### src/hdl/fpsq_pkg.sv
// Purpose: Shared constants and types of the four rail power sequencer
// Assumes: clk_sys at 100 MHz
// Notes:   Times kept in their own units, cycle counts derived from them
`default_nettype none

package fpsq_pkg;

    // ------------------------------------------------------------
    // Timing
    // ------------------------------------------------------------
    localparam int unsigned CLK_MHZ   = 100;
    localparam int unsigned FILT_US   = 30;
    localparam int unsigned FILT_CYC  = FILT_US * CLK_MHZ;
    localparam int unsigned BLANK_MS  = 10;
    localparam int unsigned BLANK_CYC = BLANK_MS * 1000 * CLK_MHZ;
    localparam int unsigned RDY_MS    = 150;
    localparam int unsigned RDY_CYC   = RDY_MS * 1000 * CLK_MHZ;

    // ------------------------------------------------------------
    // Sizes and register map
    // ------------------------------------------------------------
    localparam int          NCH       = 4;
    localparam int          AW        = 8;
    localparam int          DW        = 32;
    localparam int          CW        = 16;
    localparam logic [7:0]  REG_CTRL  = 8'h00;
    localparam logic [7:0]  REG_STAT  = 8'h01;
    localparam logic [7:0]  REG_IRQ   = 8'h02;
    localparam logic [7:0]  REG_MASK  = 8'h03;
    localparam logic [3:0]  TIM_PAGE  = 4'h1;
    localparam logic [1:0]  TIM_ON    = 2'h0;
    localparam logic [1:0]  TIM_OFF   = 2'h1;
    localparam logic [1:0]  TIM_RAMP  = 2'h2;
    localparam logic [15:0] TIM_RST   = 16'h0064;
    localparam logic [3:0]  CTRL_RST  = 4'h0;
    localparam int          CTRL_POL  = 2;
    localparam int          CTRL_STBY = 3;
    localparam int          NIRQ      = 4;
    localparam int          IRQ_RDY1  = 0;
    localparam int          IRQ_RDY2  = 1;
    localparam int          IRQ_FAULT = 2;
    localparam int          IRQ_CHAIN = 3;

    typedef enum logic [1:0] {FPSQ_ALL, FPSQ_INDEP, FPSQ_FIXED, FPSQ_GROUP} fpsq_mode_t;
    typedef enum logic [2:0] {CH_OFF, CH_WON, CH_RISE, CH_ON, CH_WOFF, CH_FALL} fpsq_chst_t;

endpackage

`default_nettype wire

### src/hdl/fpsq_chan.sv
// Purpose: One channel turn-on delay, ramp up, turn-off delay, ramp down
// Assumes: Timing counts are stable while the channel is busy
// Notes:   A dropped request mid-ramp reverses into a controlled ramp down
`default_nettype none

module fpsq_chan (
    // Clock and reset
    input  wire logic                  clk_sys,
    input  wire logic                  rst_b,
    input  wire logic                  ce,
    // Request and timing
    input  wire logic                  req,
    input  wire logic [fpsq_pkg::CW-1:0] t_on,
    input  wire logic [fpsq_pkg::CW-1:0] t_off,
    input  wire logic [fpsq_pkg::CW-1:0] t_ramp,
    // Channel state
    output var  logic                  gate_o,
    output var  logic                  full_on_o,
    output var  logic                  is_off_o
);
    import fpsq_pkg::*;

    fpsq_chst_t    st_r;
    fpsq_chst_t    st_nxt;
    logic [CW-1:0] cnt_r;
    logic [CW-1:0] lim;
    logic          hit;

    always_comb begin
        case (st_r)
            CH_WON:  lim = t_on;
            CH_WOFF: lim = t_off;
            default: lim = t_ramp;
        endcase
    end
    assign hit = (cnt_r >= lim);

    always_comb begin
        st_nxt = st_r;
        case (st_r)
            CH_OFF:  if (req) st_nxt = CH_WON;
            CH_WON:  if (!req) st_nxt = CH_OFF; else if (hit) st_nxt = CH_RISE;
            CH_RISE: if (!req) st_nxt = CH_FALL; else if (hit) st_nxt = CH_ON;
            CH_ON:   if (!req) st_nxt = CH_WOFF;
            CH_WOFF: if (req) st_nxt = CH_ON; else if (hit) st_nxt = CH_FALL;
            CH_FALL: if (hit) st_nxt = CH_OFF;
            default: st_nxt = CH_OFF;
        endcase
    end

    always_ff @(posedge clk_sys or negedge rst_b) begin
        if (!rst_b) begin
            st_r      <= CH_OFF;
            cnt_r     <= '0;
            gate_o    <= 1'b0;
            full_on_o <= 1'b0;
            is_off_o  <= 1'b1;
        end else if (ce) begin
            st_r      <= st_nxt;
            cnt_r     <= (st_nxt != st_r) ? '0 : cnt_r + CW'(1);
            gate_o    <= st_nxt inside {CH_RISE, CH_ON, CH_WOFF};
            full_on_o <= st_nxt inside {CH_ON, CH_WOFF};
            is_off_o  <= st_nxt inside {CH_OFF, CH_WON};
        end
    end

endmodule

`default_nettype wire

### src/hdl/fpsq_filt.sv
// Purpose: Two-stage synchroniser plus symmetric glitch filter for one pin
// Assumes: din is asynchronous to clk_sys
// Notes:   Output follows only after FILT cycles of steady disagreement
`default_nettype none

module fpsq_filt #(
    parameter int unsigned FILT = 1
) (
    // Clock and reset
    input  wire logic clk_sys,
    input  wire logic rst_b,
    input  wire logic ce,
    // Pin and filtered level
    input  wire logic din,
    output var  logic dout
);
    import fpsq_pkg::*;

    localparam int          FW   = (FILT < 2) ? 1 : $clog2(FILT);
    localparam logic [FW-1:0] LAST = FW'(FILT - 1);

    if (FILT < 1) begin : g_chk
        $error("fpsq_filt: FILT must be at least one");
    end

    logic          sync1_r;
    logic          sync2_r;
    logic [FW-1:0] cnt_r;

    always_ff @(posedge clk_sys or negedge rst_b) begin
        if (!rst_b) begin
            sync1_r <= 1'b0;
            sync2_r <= 1'b0;
        end else if (ce) begin
            sync1_r <= din;
            sync2_r <= sync1_r;
        end
    end

    // Dips shorter than the window never reach dout
    always_ff @(posedge clk_sys or negedge rst_b) begin
        if (!rst_b) begin
            cnt_r <= '0;
            dout  <= 1'b0;
        end else if (ce) begin
            if (sync2_r == dout) begin
                cnt_r <= '0;
            end else if (cnt_r == LAST) begin
                cnt_r <= '0;
                dout  <= sync2_r;
            end else begin
                cnt_r <= cnt_r + FW'(1);
            end
        end
    end
endmodule

`default_nettype wire

### src/hdl/fpsq_top.sv
// Purpose: Four rail power sequencer with mode select, ready and cascade
// Assumes: Pins asynchronous; register port synchronous to clk_sys
// Notes:   Rails default to all-rails-required mode after reset
// Operation
// - Fixed order turns rails on A-B-C-D, off D-C-B-A.
// - Fixed order: next rail starts only after previous ramp completes.
// - Fixed order starts only with all rails compliant and enable asserted.
// - Independent mode: each rail follows only its own compliance; code pulls the chain low unless all four comply, stopping every rail.
// - All-rails mode: no turn-on until all four rails compliant.
// - All-rails mode: loss of any rail while on is a fault.
// - Grouped mode: two pairs, each with own enable and ready.
// - Grouped mode needs all four first; group faults stay local; code pulls the chain low on any rail loss, stopping both pairs.
// - Cascaded devices share one wired chain line, driven and sensed.
// - Enable polarity selectable, high or low active.
// - Standby while enable deasserted, left when enable returns.
// - Ready output reports all controlled rails turned on.
// - Enable ignored for 10 ms after compliance first satisfied.
// - Ready asserts 150 ms after all gates fully on.
// - Ready drops at once on compliance loss or enable removal.
// - Compliance dips under 30 us are filtered out.
//
// The plain strobed port and the register addresses were chosen for this implementation.
`default_nettype none

module fpsq_top #(
    parameter int unsigned BLANK_CYC = fpsq_pkg::BLANK_CYC,
    parameter int unsigned RDY_CYC   = fpsq_pkg::RDY_CYC
) (
    // Clock, reset, enable
    input  wire logic                  clk_sys,
    input  wire logic                  rst_b,
    input  wire logic                  ce,
    // Register port
    input  wire logic [fpsq_pkg::AW-1:0] reg_addr,
    input  wire logic [fpsq_pkg::DW-1:0] reg_wdata,
    input  wire logic                  reg_wr,
    input  wire logic                  reg_rd,
    output var  logic [fpsq_pkg::DW-1:0] reg_rdata,
    // Rail compliance pins
    input  wire logic                  rail_a_compliance_in,
    input  wire logic                  rail_b_compliance_in,
    input  wire logic                  rail_c_compliance_in,
    input  wire logic                  rail_d_compliance_in,
    // Enable pins
    input  wire logic                  enable_1_in,
    input  wire logic                  enable_2_in,
    // Gate drives
    output var  logic [fpsq_pkg::NCH-1:0] gate_o,
    // Ready and standby
    output var  logic                  ready_1_o,
    output var  logic                  ready_2_o,
    output var  logic                  standby_o,
    // Cascade line, open drain
    input  wire logic                  cascade_chain_line_i,
    output var  logic                  cascade_chain_line_o,
    output var  logic                  cascade_chain_line_oe,
    // Interrupt
    output var  logic                  irq_o
);
    import fpsq_pkg::*;

    // Blanking below two cycles cannot hold the enable off long enough
    if (BLANK_CYC < 2 || RDY_CYC < 1) begin : g_chk
        $error("fpsq_top: blank count must be at least two, ready count at least one");
    end

    // ------------------------------------------------------------
    // Input conditioning
    // ------------------------------------------------------------
    logic [NCH-1:0] comp_pin;
    logic [NCH-1:0] comp;
    logic [1:0]     en_pin;
    logic [1:0]     en_f;
    logic           chain_f;

    assign comp_pin = {rail_d_compliance_in, rail_c_compliance_in,
                       rail_b_compliance_in, rail_a_compliance_in};
    assign en_pin   = {enable_2_in, enable_1_in};

    for (genvar i = 0; i < NCH; i++) begin : g_cf
        fpsq_filt #(.FILT(FILT_CYC)) u_filt (
            .clk_sys (clk_sys),
            .rst_b   (rst_b),
            .ce      (ce),
            .din     (comp_pin[i]),
            .dout    (comp[i])
        );
    end

    for (genvar k = 0; k < 2; k++) begin : g_ef
        fpsq_filt #(.FILT(1)) u_filt (
            .clk_sys (clk_sys),
            .rst_b   (rst_b),
            .ce      (ce),
            .din     (en_pin[k]),
            .dout    (en_f[k])
        );
    end

    fpsq_filt #(.FILT(1)) u_chain (
        .clk_sys (clk_sys),
        .rst_b   (rst_b),
        .ce      (ce),
        .din     (cascade_chain_line_i),
        .dout    (chain_f)
    );

    // ------------------------------------------------------------
    // Registers
    // ------------------------------------------------------------
    logic [3:0]      ctrl_r;
    logic [NIRQ-1:0] irq_stat_r;
    logic [NIRQ-1:0] irq_mask_r;
    logic [NIRQ-1:0] ev;
    logic [CW-1:0]   t_on_r   [NCH];
    logic [CW-1:0]   t_off_r  [NCH];
    logic [CW-1:0]   t_ramp_r [NCH];
    logic            tim_sel;
    logic [1:0]      tim_ch;
    logic [1:0]      tim_fld;
    fpsq_mode_t      mode;

    assign mode    = fpsq_mode_t'(ctrl_r[1:0]);
    assign tim_sel = (reg_addr[7:4] == TIM_PAGE);
    assign tim_ch  = reg_addr[3:2];
    assign tim_fld = reg_addr[1:0];

    always_ff @(posedge clk_sys or negedge rst_b) begin
        if (!rst_b) begin
            ctrl_r     <= CTRL_RST;
            irq_mask_r <= '0;
        end else if (ce && reg_wr) begin
            if (reg_addr == REG_CTRL) ctrl_r <= reg_wdata[3:0];
            if (reg_addr == REG_MASK) irq_mask_r <= reg_wdata[NIRQ-1:0];
        end
    end

    always_ff @(posedge clk_sys or negedge rst_b) begin
        if (!rst_b) begin
            for (int i = 0; i < NCH; i++) begin
                t_on_r[i]   <= TIM_RST;
                t_off_r[i]  <= TIM_RST;
                t_ramp_r[i] <= TIM_RST;
            end
        end else if (ce && reg_wr && tim_sel) begin
            case (tim_fld)
                TIM_ON:   t_on_r[tim_ch]   <= reg_wdata[CW-1:0];
                TIM_OFF:  t_off_r[tim_ch]  <= reg_wdata[CW-1:0];
                TIM_RAMP: t_ramp_r[tim_ch] <= reg_wdata[CW-1:0];
                default:  ;
            endcase
        end
    end

    // Set beats the clear-on-read in the same cycle
    always_ff @(posedge clk_sys or negedge rst_b) begin
        if (!rst_b) begin
            irq_stat_r <= '0;
        end else if (ce) begin
            irq_stat_r <= ((reg_rd && reg_addr == REG_IRQ) ? '0 : irq_stat_r) | ev;
        end
    end

    // ------------------------------------------------------------
    // Enable qualification
    // ------------------------------------------------------------
    logic [1:0]     en_lvl;
    logic [1:0]     en_ok;
    logic           all_comp;
    logic           all_comp_q_r;
    logic [31:0]    blank_cnt_r;
    logic           blank_act;
    logic           armed_r;
    logic           start;
    logic [NCH-1:0] gate;
    logic [NCH-1:0] full_on;
    logic [NCH-1:0] is_off;

    assign all_comp  = &comp;
    assign blank_act = (blank_cnt_r != '0);
    // Second enable pin matters only when the rails are split in pairs
    assign en_lvl[0] = en_f[0] ^ ctrl_r[CTRL_POL];
    assign en_lvl[1] = ((mode == FPSQ_GROUP) ? en_f[1] : en_f[0]) ^ ctrl_r[CTRL_POL];
    assign en_ok     = blank_act ? 2'b00 : en_lvl;
    assign start     = all_comp && en_ok[0] && chain_f;

    always_ff @(posedge clk_sys or negedge rst_b) begin
        if (!rst_b) begin
            all_comp_q_r <= 1'b0;
            blank_cnt_r  <= '0;
        end else if (ce) begin
            all_comp_q_r <= all_comp;
            if (all_comp && !all_comp_q_r) begin
                blank_cnt_r <= BLANK_CYC;
            end else if (blank_act) begin
                blank_cnt_r <= blank_cnt_r - 32'h0000_0001;
            end
        end
    end

    // Arming survives a single group fault; the healthy pair still drops when the fault pulls chain_f low
    always_ff @(posedge clk_sys or negedge rst_b) begin
        if (!rst_b) begin
            armed_r <= 1'b0;
        end else if (ce) begin
            if (all_comp) begin
                armed_r <= 1'b1;
            end else if (&is_off) begin
                armed_r <= 1'b0;
            end
        end
    end

    // ------------------------------------------------------------
    // Channel requests
    // ------------------------------------------------------------
    logic [NCH-1:0] req;
    logic [NCH-1:0] prev_full;
    logic [NCH-1:0] next_off;

    assign prev_full = {full_on[NCH-2:0], 1'b1};
    assign next_off  = {1'b1, is_off[NCH-1:1]};

    always_comb begin
        req = '0;
        for (int i = 0; i < NCH; i++) begin
            case (mode)
                FPSQ_ALL:   req[i] = all_comp && en_ok[0] && chain_f;
                FPSQ_INDEP: req[i] = comp[i] && en_ok[0] && chain_f;
                FPSQ_FIXED: req[i] = (start && prev_full[i])
                                     || (gate[i] && !next_off[i]);
                FPSQ_GROUP: req[i] = armed_r && en_ok[i/2] && chain_f
                                     && (&comp[(i/2)*2 +: 2]);
                default:    req[i] = 1'b0;
            endcase
        end
    end

    for (genvar i = 0; i < NCH; i++) begin : g_ch
        fpsq_chan u_chan (
            .clk_sys   (clk_sys),
            .rst_b     (rst_b),
            .ce        (ce),
            .req       (req[i]),
            .t_on      (t_on_r[i]),
            .t_off     (t_off_r[i]),
            .t_ramp    (t_ramp_r[i]),
            .gate_o    (gate[i]),
            .full_on_o (full_on[i]),
            .is_off_o  (is_off[i])
        );
    end
    assign gate_o = gate;

    // ------------------------------------------------------------
    // Ready per group
    // ------------------------------------------------------------
    logic [NCH-1:0] grp_mask [2];
    logic [1:0]     done;
    logic [31:0]    rdy_cnt_r [2];
    logic [1:0]     rdy_r;

    always_comb begin
        grp_mask[0] = (mode == FPSQ_GROUP) ? 4'h3 : 4'hF;
        grp_mask[1] = (mode == FPSQ_GROUP) ? 4'hC : 4'hF;
        for (int g = 0; g < 2; g++) begin
            done[g] = (&(full_on | ~grp_mask[g])) && (&(comp | ~grp_mask[g]))
                      && en_lvl[g] && chain_f;
        end
    end

    always_ff @(posedge clk_sys or negedge rst_b) begin
        if (!rst_b) begin
            rdy_cnt_r[0] <= '0;
            rdy_cnt_r[1] <= '0;
            rdy_r        <= 2'b00;
        end else if (ce) begin
            for (int g = 0; g < 2; g++) begin
                if (!done[g]) begin
                    rdy_cnt_r[g] <= '0;
                    rdy_r[g]     <= 1'b0;
                end else if (rdy_cnt_r[g] == RDY_CYC) begin
                    rdy_r[g]     <= 1'b1;
                end else begin
                    rdy_cnt_r[g] <= rdy_cnt_r[g] + 32'h0000_0001;
                end
            end
        end
    end
    assign ready_1_o = rdy_r[0];
    assign ready_2_o = rdy_r[1];

    // ------------------------------------------------------------
    // Standby, cascade line, events
    // ------------------------------------------------------------
    logic [NCH-1:0] comp_q_r;
    logic [1:0]     rdy_q_r;
    logic           chain_q_r;

    always_ff @(posedge clk_sys or negedge rst_b) begin
        if (!rst_b) begin
            standby_o             <= 1'b0;
            cascade_chain_line_oe <= 1'b1;
        end else if (ce) begin
            standby_o <= ctrl_r[CTRL_STBY] && !en_lvl[0] && (&is_off);
            // Hold the whole chain off until every local rail is good
            cascade_chain_line_oe <= !all_comp;
        end
    end
    assign cascade_chain_line_o = 1'b0;

    always_ff @(posedge clk_sys or negedge rst_b) begin
        if (!rst_b) begin
            comp_q_r  <= '0;
            rdy_q_r   <= 2'b00;
            chain_q_r <= 1'b0;
        end else if (ce) begin
            comp_q_r  <= comp;
            rdy_q_r   <= rdy_r;
            chain_q_r <= chain_f;
        end
    end

    always_comb begin
        ev            = '0;
        ev[IRQ_RDY1]  = ce && rdy_r[0] && !rdy_q_r[0];
        ev[IRQ_RDY2]  = ce && rdy_r[1] && !rdy_q_r[1];
        ev[IRQ_FAULT] = ce && (|(gate & comp_q_r & ~comp));
        ev[IRQ_CHAIN] = ce && chain_q_r && !chain_f;
    end

    assign irq_o = |(irq_stat_r & irq_mask_r);

    // ------------------------------------------------------------
    // Read port
    // ------------------------------------------------------------
    logic [DW-1:0] rd_mux;

    always_comb begin
        rd_mux = '0;
        if (reg_addr == REG_CTRL) begin
            rd_mux[3:0] = ctrl_r;
        end else if (reg_addr == REG_STAT) begin
            rd_mux[15:0] = {chain_f, standby_o, comp, rdy_r, full_on, gate};
        end else if (reg_addr == REG_IRQ) begin
            rd_mux[NIRQ-1:0] = irq_stat_r;
        end else if (reg_addr == REG_MASK) begin
            rd_mux[NIRQ-1:0] = irq_mask_r;
        end else if (tim_sel && tim_fld == TIM_ON) begin
            rd_mux[CW-1:0] = t_on_r[tim_ch];
        end else if (tim_sel && tim_fld == TIM_OFF) begin
            rd_mux[CW-1:0] = t_off_r[tim_ch];
        end else if (tim_sel && tim_fld == TIM_RAMP) begin
            rd_mux[CW-1:0] = t_ramp_r[tim_ch];
        end
    end

    always_ff @(posedge clk_sys or negedge rst_b) begin
        if (!rst_b) begin
            reg_rdata <= '0;
        end else if (ce) begin
            reg_rdata <= reg_rd ? rd_mux : '0;
        end
    end
endmodule

`default_nettype wire

### config.mk
export PLATFORM = sky130hd
export DESIGN_NAME = fpsq_top
export DESIGN_NICKNAME = d
export VERILOG_FILES = /design/src/hdl/fpsq_pkg.sv /design/src/hdl/fpsq_chan.sv /design/src/hdl/fpsq_filt.sv /design/src/hdl/fpsq_top.sv
export SDC_FILE = /design/constraint.sdc
export NUM_CORES = 1
export LEC_CHECK = 0
export BUFFER_PORTS_ARGS = -buffer_cell sky130_fd_sc_hd__buf_2
export CORE_ASPECT_RATIO = 0.9
export CORE_MARGIN = 5
export CORE_UTILIZATION = 55
export CTS_BUF_LIST = sky130_fd_sc_hd__clkbuf_4 sky130_fd_sc_hd__clkbuf_8
export DETAILED_ROUTE_END_ITERATION = 12
export HOLD_SLACK_MARGIN = 0.15
export PLACE_DENSITY = 0.72
export SETUP_SLACK_MARGIN = 0.3
export SLEW_MARGIN = 15
export SYNTH_ARGS = -nofsm -noshare
export SYNTH_HDL_FRONTEND = slang
export SYNTH_SLANG_ARGS = --single-unit
### constraint.sdc
create_clock -name clk_sys -period 9.2 [get_ports clk_sys]
set_input_delay 1.84 -clock clk_sys [delete_from_list [all_inputs] [get_ports clk_sys]]
set_output_delay 1.84 -clock clk_sys [all_outputs]
set_load 0.1 [all_outputs]
==> results of run 1 <==
per-stage QoR:
step / std cells / hold WS (ps) / total power, mW / area [µm²] / util (%)
after floorplan: 2553 / 435.3 / 3.629 / 26530 / -
after global placement: 3100 / 450.6 / 4.156 / 27220 / 57.03
after detailed placement: 3100 / 461.7 / 4.230 / 27220 / 57.03
after CTS: 3247 / 461.0 / 6.308 / 28990 / 60.73
after global routing: 3253 / 496.7 / 6.618 / 29020 / 60.79
final: 3254 / 474.0 / 6.303 / 29020 / 60.79
placed cells by master, fill, tap and decap left out, types with 24 or more instances in the layout:
| master | Yosys | final |
|---|---|---|
| sky130_fd_sc_hd__o21ai_0 | 160 | 160 |
| sky130_fd_sc_hd__clkbuf_8 | 0 | 105 |
| sky130_fd_sc_hd__ha_1 | 78 | 78 |
| sky130_fd_sc_hd__dfrtp_1 | 445 | 445 |
| sky130_fd_sc_hd__nor2_1 | 203 | 203 |
| sky130_fd_sc_hd__mux4_2 | 48 | 48 |
| sky130_fd_sc_hd__nand3_1 | 90 | 90 |
| sky130_fd_sc_hd__nor3_1 | 32 | 30 |
| sky130_fd_sc_hd__inv_1 | 58 | 57 |
| sky130_fd_sc_hd__nand4_1 | 37 | 37 |
| sky130_fd_sc_hd__buf_4 | 23 | 33 |
| sky130_fd_sc_hd__a21oi_1 | 83 | 79 |
| sky130_fd_sc_hd__dfstp_2 | 41 | 41 |
| sky130_fd_sc_hd__buf_2 | 2 | 57 |
| sky130_fd_sc_hd__xor2_1 | 75 | 75 |
| sky130_fd_sc_hd__nand2_1 | 210 | 210 |
| sky130_fd_sc_hd__xnor2_1 | 54 | 54 |
| sky130_fd_sc_hd__o22ai_1 | 83 | 83 |
| sky130_fd_sc_hd__clkbuf_4 | 0 | 31 |
| sky130_fd_sc_hd__and3_1 | 60 | 60 |
| sky130_fd_sc_hd__mux2_2 | 231 | 231 |
| sky130_fd_sc_hd__o31ai_1 | 24 | 24 |
cell usage after synthesis, drive strengths merged, types with 16 or more instances:
library cell and number:
a22oi 16, ha 78, o2bb2ai 23, xor2 75, nor3 34, nand3 90
mux2i 23, nand2 211, buf 51, a21oi 83, or3 18, o22a 20
xnor2 54, dfrtp 445, inv 58, nor2b 21, clkbuf 120, o31ai 24
mux4 48, nand4 38, o21ai 165, mux2 231, nor2 214, dfstp 41
a211oi 21, nand2b 19, and3 60, nor4 18, o22ai 83
sequential cells by signal, indices dropped and copies added (netlist names), 12 cells and up:
signal,cells
blank_cnt_r,32
g_cf.u_filt.cnt_r,48
g_ch.u_chan.cnt_r,64
g_ch.u_chan.st_r,12
rdy_cnt_r,64
reg_rdata,16
t_off_r,64
t_on_r,64
t_ramp_r,64
layout make-up:
class	count	area share [%]
sequential	486	42.08
antenna	6	0.05174
tap	624	2.690
clock buffer	136	5.782
clock inverter	11	0.3018
inverter	58	0.7502
timing repair buffer	95	2.117
multi-input combinational	1838	46.22
kinds of logic after synthesis:
family                   Yosys count
AND/OR/NAND/NOR                  767
AO/OA/AOI/OAI                    545
flip-flops                       486
multiplexers                     302
buffers and inverters            229
XOR/XNOR                         129
adder cells (fa/ha/maj)           78
other                              1
worst max path at each step:
stage                               to  slack, ps
2_1_floorplan              t_off_r[55]       5020
3_3_place_gp   g_ch[1].u_chan.cnt_r[3]       3770
3_5_place_dp   g_ch[1].u_chan.cnt_r[2]       3610
4_1_cts        g_ch[1].u_chan.cnt_r[2]       3620
5_1_grt        g_ch[1].u_chan.cnt_r[2]       3140
6_report       g_ch[1].u_chan.cnt_r[2]       3450
per-layer routing:
metal	global-route usage (%)	part of all wire, %
met1	38.28	41
met4	10.89	3.9
met5	0	0.014
met2	41.61	46
met3	6.776	8.8
worst max-delay path, delay by kind of cell, from the launching register on:
kind	cells	cell delay (ps)
AO/OA/AOI/OAI	5	2930
buffers and inverters	1	230
flip-flops	1	520
AND/OR/NAND/NOR	6	1580
adder cells (fa/ha/maj)	1	390
power by group:
| part | internal (mW) | total [mW] | switching [mW] |
|---|---|---|---|
| logic | 0.604 | 1.74 | 1.14 |
| registers | 2.30 | 2.50 | 0.194 |
| clock network | 1.17 | 2.06 | 0.888 |
| total | 4.08 | 6.30 | 2.22 |
==> metrics.md, run 1 <==
| Metric | Value |
|---|---|
| Worst skew pair latency | `670 ps` |
| Count of mapped cells out of synthesis | `2537` |
| First-pass GRT wire length | `114800 µm` |
| Startpoint of the lowest-slack hold path | `g_cf[0].u_filt.cnt_r[11]` |
| Synthesis-to-finish area growth | `9.618%` |
| Horizontal die dimension | `241.3 µm` |
| DR DRC count | `0` |
| Worst hold path class | `reg -> reg` |
| Number of synthesized flops with an enable pin | `0` |
| Routed len/inst | `22.28 µm` |
| Area of the mapped netlist | `26470 µm²` |
| TritonCTS Sinks | `486` |
| Slowest cell delay on critical path | `1060 ps` |
| Floorplan die height | `218.1 µm` |
| Worst setup slack before clock tree synthesis | `3610 ps` |
| Outcome | `completed` |
| Net total in the final layout | `2691` |
| Adder-cell share of the synthesized area | `3.686%` |
| Worst r2r src | `g_ch[1].u_chan.st_r[0]` |
| Gates resized, CTS repair | `0` |
| Transition time at the pin with the least slew margin | `1225 ps` |
| Most frequent cell on the critical path | `sky130_fd_sc_hd__nor2_1` |
| Capture endpoint of the worst hold path | `g_cf[0].u_filt.cnt_r[11]` |
| Share of synthesized registers carrying an async set or reset | `100.0%` |
| Clock skew | `38.18 ps` |
| Post-synthesis compound-gate area fraction | `13.40%` |
| Count of pins over their slew limit | `0` |
| Gr ovfl total | `0` |
| Endpoint of the lowest-slack register-to-register path | `g_ch[1].u_chan.cnt_r[2]` |
| GRT Util Overall | `27.44%` |
| Maximum fanout along the worst path | `17` |
| Final setup violation count | `0` |
| Mux cell area share after synthesis | `14.78%` |
| Total CTS buffers | `82` |
| FMAX | `173.9 MHz` |
| Number of DRC markers after the initial detailed-route iteration | `2145` |
| Clock tree from TritonCTS | `done` |
| Final min period | `5751 ps` |
| Number of register bits inferred by synthesis | `486` |
| Source of the critical timing path | `g_ch[1].u_chan.st_r[0]` |
| Simple-gate area share of the yosys netlist | `14.11%` |
| Floorplan die area | `52630 µm²` |
| Initial standard-cell utilization of the core | `55.46%` |
| Reg2reg path depth | `13` |
| Number of levels the H-tree was split into | `3` |
| Hold path cells | `1` |
| Synthesized-area fraction occupied by xor and xnor cells | `4.268%` |
| Dpl hpwl | `47630 µm` |
| Yosys top cell area share | `42.06%` |
| Final Hold Violating Endpoints | `0` |
| Most frequently used flop master after synthesis | `sky130_fd_sc_hd__dfrtp_1` |
| Worst Path Required | `9770 ps` |
| Worst R2R Setup Slack | `3450 ps` |
| Final GP Congestion | `0.9018` |
| Row cnt | `76` |
| Root Buffer | `sky130_fd_sc_hd__clkbuf_8` |
| CTS max path bufs | `3` |
| Arrival time of data at the critical path endpoint | `6330 ps` |
| Final ANT Viol Nets | `0` |
| Clock-pin slew on the worst setup and hold paths | `60 ps` |
| Final setup TNS | `0 ps` |
| Core box area | `47740 µm²` |
| Avg Vias per Cell | `6.380` |
| Max-cap violations | `0` |
| Cell type with the largest total area after synthesis | `sky130_fd_sc_hd__dfrtp_1` |
| Antenna violations before repair | `8` |
| Critical path's slowest cell | `sky130_fd_sc_hd__a21oi_2` |
| Area occupied by multi-input gates | `13410 µm²` |
| Average cell area after synthesis | `10.44 µm²` |
| Pwr Density | `217.2 nW/µm²` |
| First-pass iteration count of the detailed router | `5` |
| Part of the cycle the worst path needs | `62.51%` |
| FILL cells | `3864` |
| Pleak | `12.95 nW` |
| Type of the worst setup path | `reg -> reg` |
| Setup slack of the critical path after layout | `3449 ps` |
| Vias after detailed routing | `20.76k` |
| Register area | `12210 µm²` |
| Post-CTS setup repair buffer count | `0` |
| Nature of the critical path startpoint | `register` |
| Combinational family with the most area after synthesis | `multiplexers` |
| Synth warn | `0` |
| Share of the yosys chip area belonging to registers | `46.13%` |
| Post-synth cell types | `81` |
| Num ports | `94` |
| Port Buf Inserts | `60` |
| Peak supply drop | `0.0001327 V` |
| Share of final-layout standard cells stronger than drive strength 1 | `22.98%` |
| Detailed Route WL | `72510 µm` |
| Cell types with the largest area share after synthesis | `sky130_fd_sc_hd__dfrtp_1, sky130_fd_sc_hd__mux2_2, sky130_fd_sc_hd__mux4_2, sky130_fd_sc_hd__dfstp_2, sky130_fd_sc_hd__ha_1` |
| Largest net degree at the start of global routing | `179` |
| Vias in the first global route | `20.34k` |
| Critical Path, Cell by Cell | `nand2b_1, a21oi_2, o21ai_0, ha_1, nand4_1, nor2_1, a211o_1, a2111oi_0, buf_4, nor2_1, o311ai_1, nor2_4, nor3_1` |
| Headroom to the max-slew limit | `18.34%` |
| Hold-fix buffers, CTS | `0` |
| Crit end category | `register` |
| Setup repair after global routing missed its margin | `false` |
Power figures use the tool's default switching activity.
==> run 2, diff against run 1 <==
- PLACE_DENSITY: 0.72 -> 0.75
- clock period: 9.2 -> 5 ns (I/O delays scaled with it)
==> run 2 against run 1 <==
  * Combinational power increased by 84%
  * Worst setup slack got worse by 2900 ps
  * Sequential share of layout area decreased by 0.26 points
  * First-iteration DRC count decreased by 6.9%
  * Maximum frequency increased by 30%
  * Via count increased by 0.44%
  * Critical path depth increased by 4
  * Clock-buffer cell count decreased by 10
  * Largest cell class unchanged
==> metrics.md, run 2 (synthesis gave the netlist of run 1 again) <==
| Metric | Value |
|---|---|
| First-pass iteration count of the detailed router | `6 (was 5)` |
| Relative contribution of sequential cells to total power | `39.5% (was 39.6%)` |
| Routed len/inst | `21.80 µm (was 22.28 µm)` |
| Clock skew | `43.63 ps (was 38.18 ps)` |
| Final setup violation count | `0 (unchanged)` |
| TritonCTS Sinks | `486 (unchanged)` |
| Outcome | `completed (unchanged)` |
| Num ports | `94 (unchanged)` |
| GRT Util Overall | `27.10% (was 27.44%)` |
| Final GP Congestion | `0.9108 (was 0.9018)` |
| Part of the cycle the worst path needs | `88.23% (was 62.51%)` |
| Number of DRC markers after the initial detailed-route iteration | `1996 (was 2145)` |
| Count of pins over their slew limit | `0 (unchanged)` |
| Worst hold path class | `in -> async (was reg -> reg)` |
| Gates resized, CTS repair | `0 (unchanged)` |
| Max-cap violations | `0 (unchanged)` |
| Post-Route Utilization | `61.17% (was 60.79%)` |
| Avg Vias per Cell | `6.375 (was 6.380)` |
| Final min period | `4411 ps (was 5751 ps)` |
| FMAX | `226.7 MHz (was 173.9 MHz)` |
| Vias in the first global route | `20.63k (was 20.34k)` |
| Source of the critical timing path | `g_ch[2].u_chan.st_r[0] (was g_ch[1].u_chan.st_r[0])` |
| Horizontal die dimension | `241.3 µm (unchanged)` |
| Critical Path, Cell by Cell | `inv_1, nand2_1, buf_4, o22ai_1, nand2_1, o21ai_0, ha_1, a21oi_1, o21ai_0, a2111oi_0, buf_4, o211ai_1, and2_0, a2111oi_2, nor3_2, buf_4, nor2_1 (was nand2b_1, a21oi_2, o21ai_0, ha_1, nand4_1, nor2_1, a211o_1, a2111oi_0, buf_4, nor2_1, o311ai_1, nor2_4, nor3_1)` |
| Crit end category | `register (unchanged)` |
| CTS max path bufs | `3 (unchanged)` |
| Clock tree from TritonCTS | `done (unchanged)` |
| Worst skew pair latency | `690 ps (was 670 ps)` |
| Switching fraction of total power | `34.65% (was 35.23%)` |
| Core box area | `47740 µm² (unchanged)` |
| Headroom to the max-slew limit | `17.17% (was 18.34%)` |
| Detailed Route WL | `71310 µm (was 72510 µm)` |
| Slowest cell delay on critical path | `530 ps (was 1060 ps)` |
| Vias after detailed routing | `20.85k (was 20.76k)` |
| Number of levels the H-tree was split into | `3 (unchanged)` |
| Final ANT Viol Nets | `0 (unchanged)` |
| Most used cells in the layout excluding fill and tap cells | `sky130_fd_sc_hd__dfrtp_1, sky130_fd_sc_hd__mux2_2, sky130_fd_sc_hd__nand2_1, sky130_fd_sc_hd__nor2_1, sky130_fd_sc_hd__o21ai_0 (unchanged)` |
| Maximum fanout along the worst path | `16 (was 17)` |
| Clock-pin slew on the worst setup and hold paths | `60 ps (about the same)` |
| Worst Path Required | `5600 ps (was 9770 ps)` |
| Switching power | `4.019 mW (was 2.220 mW)` |
| First-pass GRT wire length | `113200 µm (was 114800 µm)` |
| Port Buf Inserts | `60 (unchanged)` |
| Setup repair after global routing missed its margin | `false (unchanged)` |
| DR DRC count | `0 (unchanged)` |
| Fraction of power consumed by combinational cells | `27.7% (about the same)` |
| Reg2reg path depth | `17 (was 13)` |
| Worst r2r src | `g_ch[2].u_chan.st_r[0] (was g_ch[1].u_chan.st_r[0])` |
| Largest net degree at the start of global routing | `137 (was 179)` |
| Hold-fix buffers, CTS | `0 (unchanged)` |
| Pleak | `13.07 nW (was 12.95 nW)` |
| Dpl hpwl | `47830 µm (was 47630 µm)` |
| Net total in the final layout | `2711 (was 2691)` |
| Post-CTS setup repair buffer count | `0 (unchanged)` |
| Share of final-layout standard cells stronger than drive strength 1 | `23.34% (was 22.98%)` |
| Type of the worst setup path | `reg -> reg (unchanged)` |
| Initial standard-cell utilization of the core | `55.46% (unchanged)` |
| Pwr Density | `397.2 nW/µm² (was 217.2 nW/µm²)` |
| Floorplan die height | `218.1 µm (unchanged)` |
| Nature of the critical path startpoint | `register (unchanged)` |
| Most frequent cell on the critical path | `sky130_fd_sc_hd__buf_4 (was sky130_fd_sc_hd__nor2_1)` |
| Leading cell type in the layout, fill and taps excluded | `sky130_fd_sc_hd__dfrtp_1 (unchanged)` |
| Root Buffer | `sky130_fd_sc_hd__clkbuf_8 (unchanged)` |
| Final Hold Violating Endpoints | `0 (unchanged)` |
| Transition time at the pin with the least slew margin | `1242 ps (was 1225 ps)` |
| Final setup TNS | `0 ps (unchanged)` |
| Internal power | `7.579 mW (was 4.083 mW)` |
| Power share of the clock group | `32.7% (about the same)` |
| Floorplan die area | `52630 µm² (unchanged)` |
| Arrival time of data at the critical path endpoint | `5010 ps (was 6330 ps)` |
| Total CTS buffers | `80 (was 82)` |
| Antenna violations before repair | `5 (was 8)` |
| Synthesis-to-finish area growth | `10.29% (was 9.618%)` |
| Row cnt | `76 (unchanged)` |
| Gr ovfl total | `0 (unchanged)` |
| Critical path's slowest cell | `sky130_fd_sc_hd__dfrtp_1 (was sky130_fd_sc_hd__a21oi_2)` |
| Peak supply drop | `0.0002512 V (was 0.0001327 V)` |
[run 2: layout make-up]
class / instances / area [µm²]
Antenna cell: 4 / 10.01
Multi-Input combinational cell: 1838 / 13390
Fill cell: 3819 / 18540
Timing Repair Buffer: 117 / 825.8
Clock buffer: 126 / 1597
Tap cell: 624 / 780.7
Inverter: 58 / 217.7
Sequential cell: 486 / 12210
Clock inverter: 18 / 163.9
[run 2: stage by stage]
stage	cell area, µm²	power, mW	std cells	worst slack (ps)	hold slack (ps)
5_1_grt	29200	12.20	3270	332.8	202.8
6_report	29200	11.60	3271	588.7	218.2
2_1_floorplan	26530	6.678	2553	1125	435.3
3_5_place_dp	27410	7.795	3122	629.8	463.6
3_3_place_gp	27410	7.659	3122	825.5	446.0
4_1_cts	29170	11.61	3266	597.4	191.6
[run 2: power by group through the flow]
stage               registers, mW  clock network (mW)  logic (mW)
floorplan                    4.52                   0        2.16
global placement             4.62                   0        3.04
detailed placement           4.64                   0        3.15
CTS                          4.58                3.86        3.17
global route                 4.63                4.04        3.53
finish                       4.59                3.80        3.21
[run 2: path summary, 6_finish.rpt]
kind / endpoint / slack [ps]
setup / recovery: g_ch[2].u_chan.cnt_r[15] / 590
hold / removal: g_cf[0].u_filt.cnt_r[7] / 220
setup reg to reg: g_ch[2].u_chan.cnt_r[15] / 590
hold reg to reg: irq_stat_r[1] / 470
min in group clk_sys: irq_stat_r[1] / 470
max in group asynchronous: rdy_cnt_r[43] / 3690
[run 2: metal layers]
layer	part of all wire, %	GRT usage, %	up-vias
met3	9.5	6.675	224
met5	0.021	0	-
met1	41	37.61	10300
met2	45	40.92	985
met4	4.6	11.58	2
li1	-	-	9345
[run 2: worst max-delay path: cells and delay by family (launching register included)]
family	cells	cell delay (ps)
simple gates	5	770
flops	1	530
buf+inv	4	930
compound gates	7	1720
fa+ha+maj	1	380
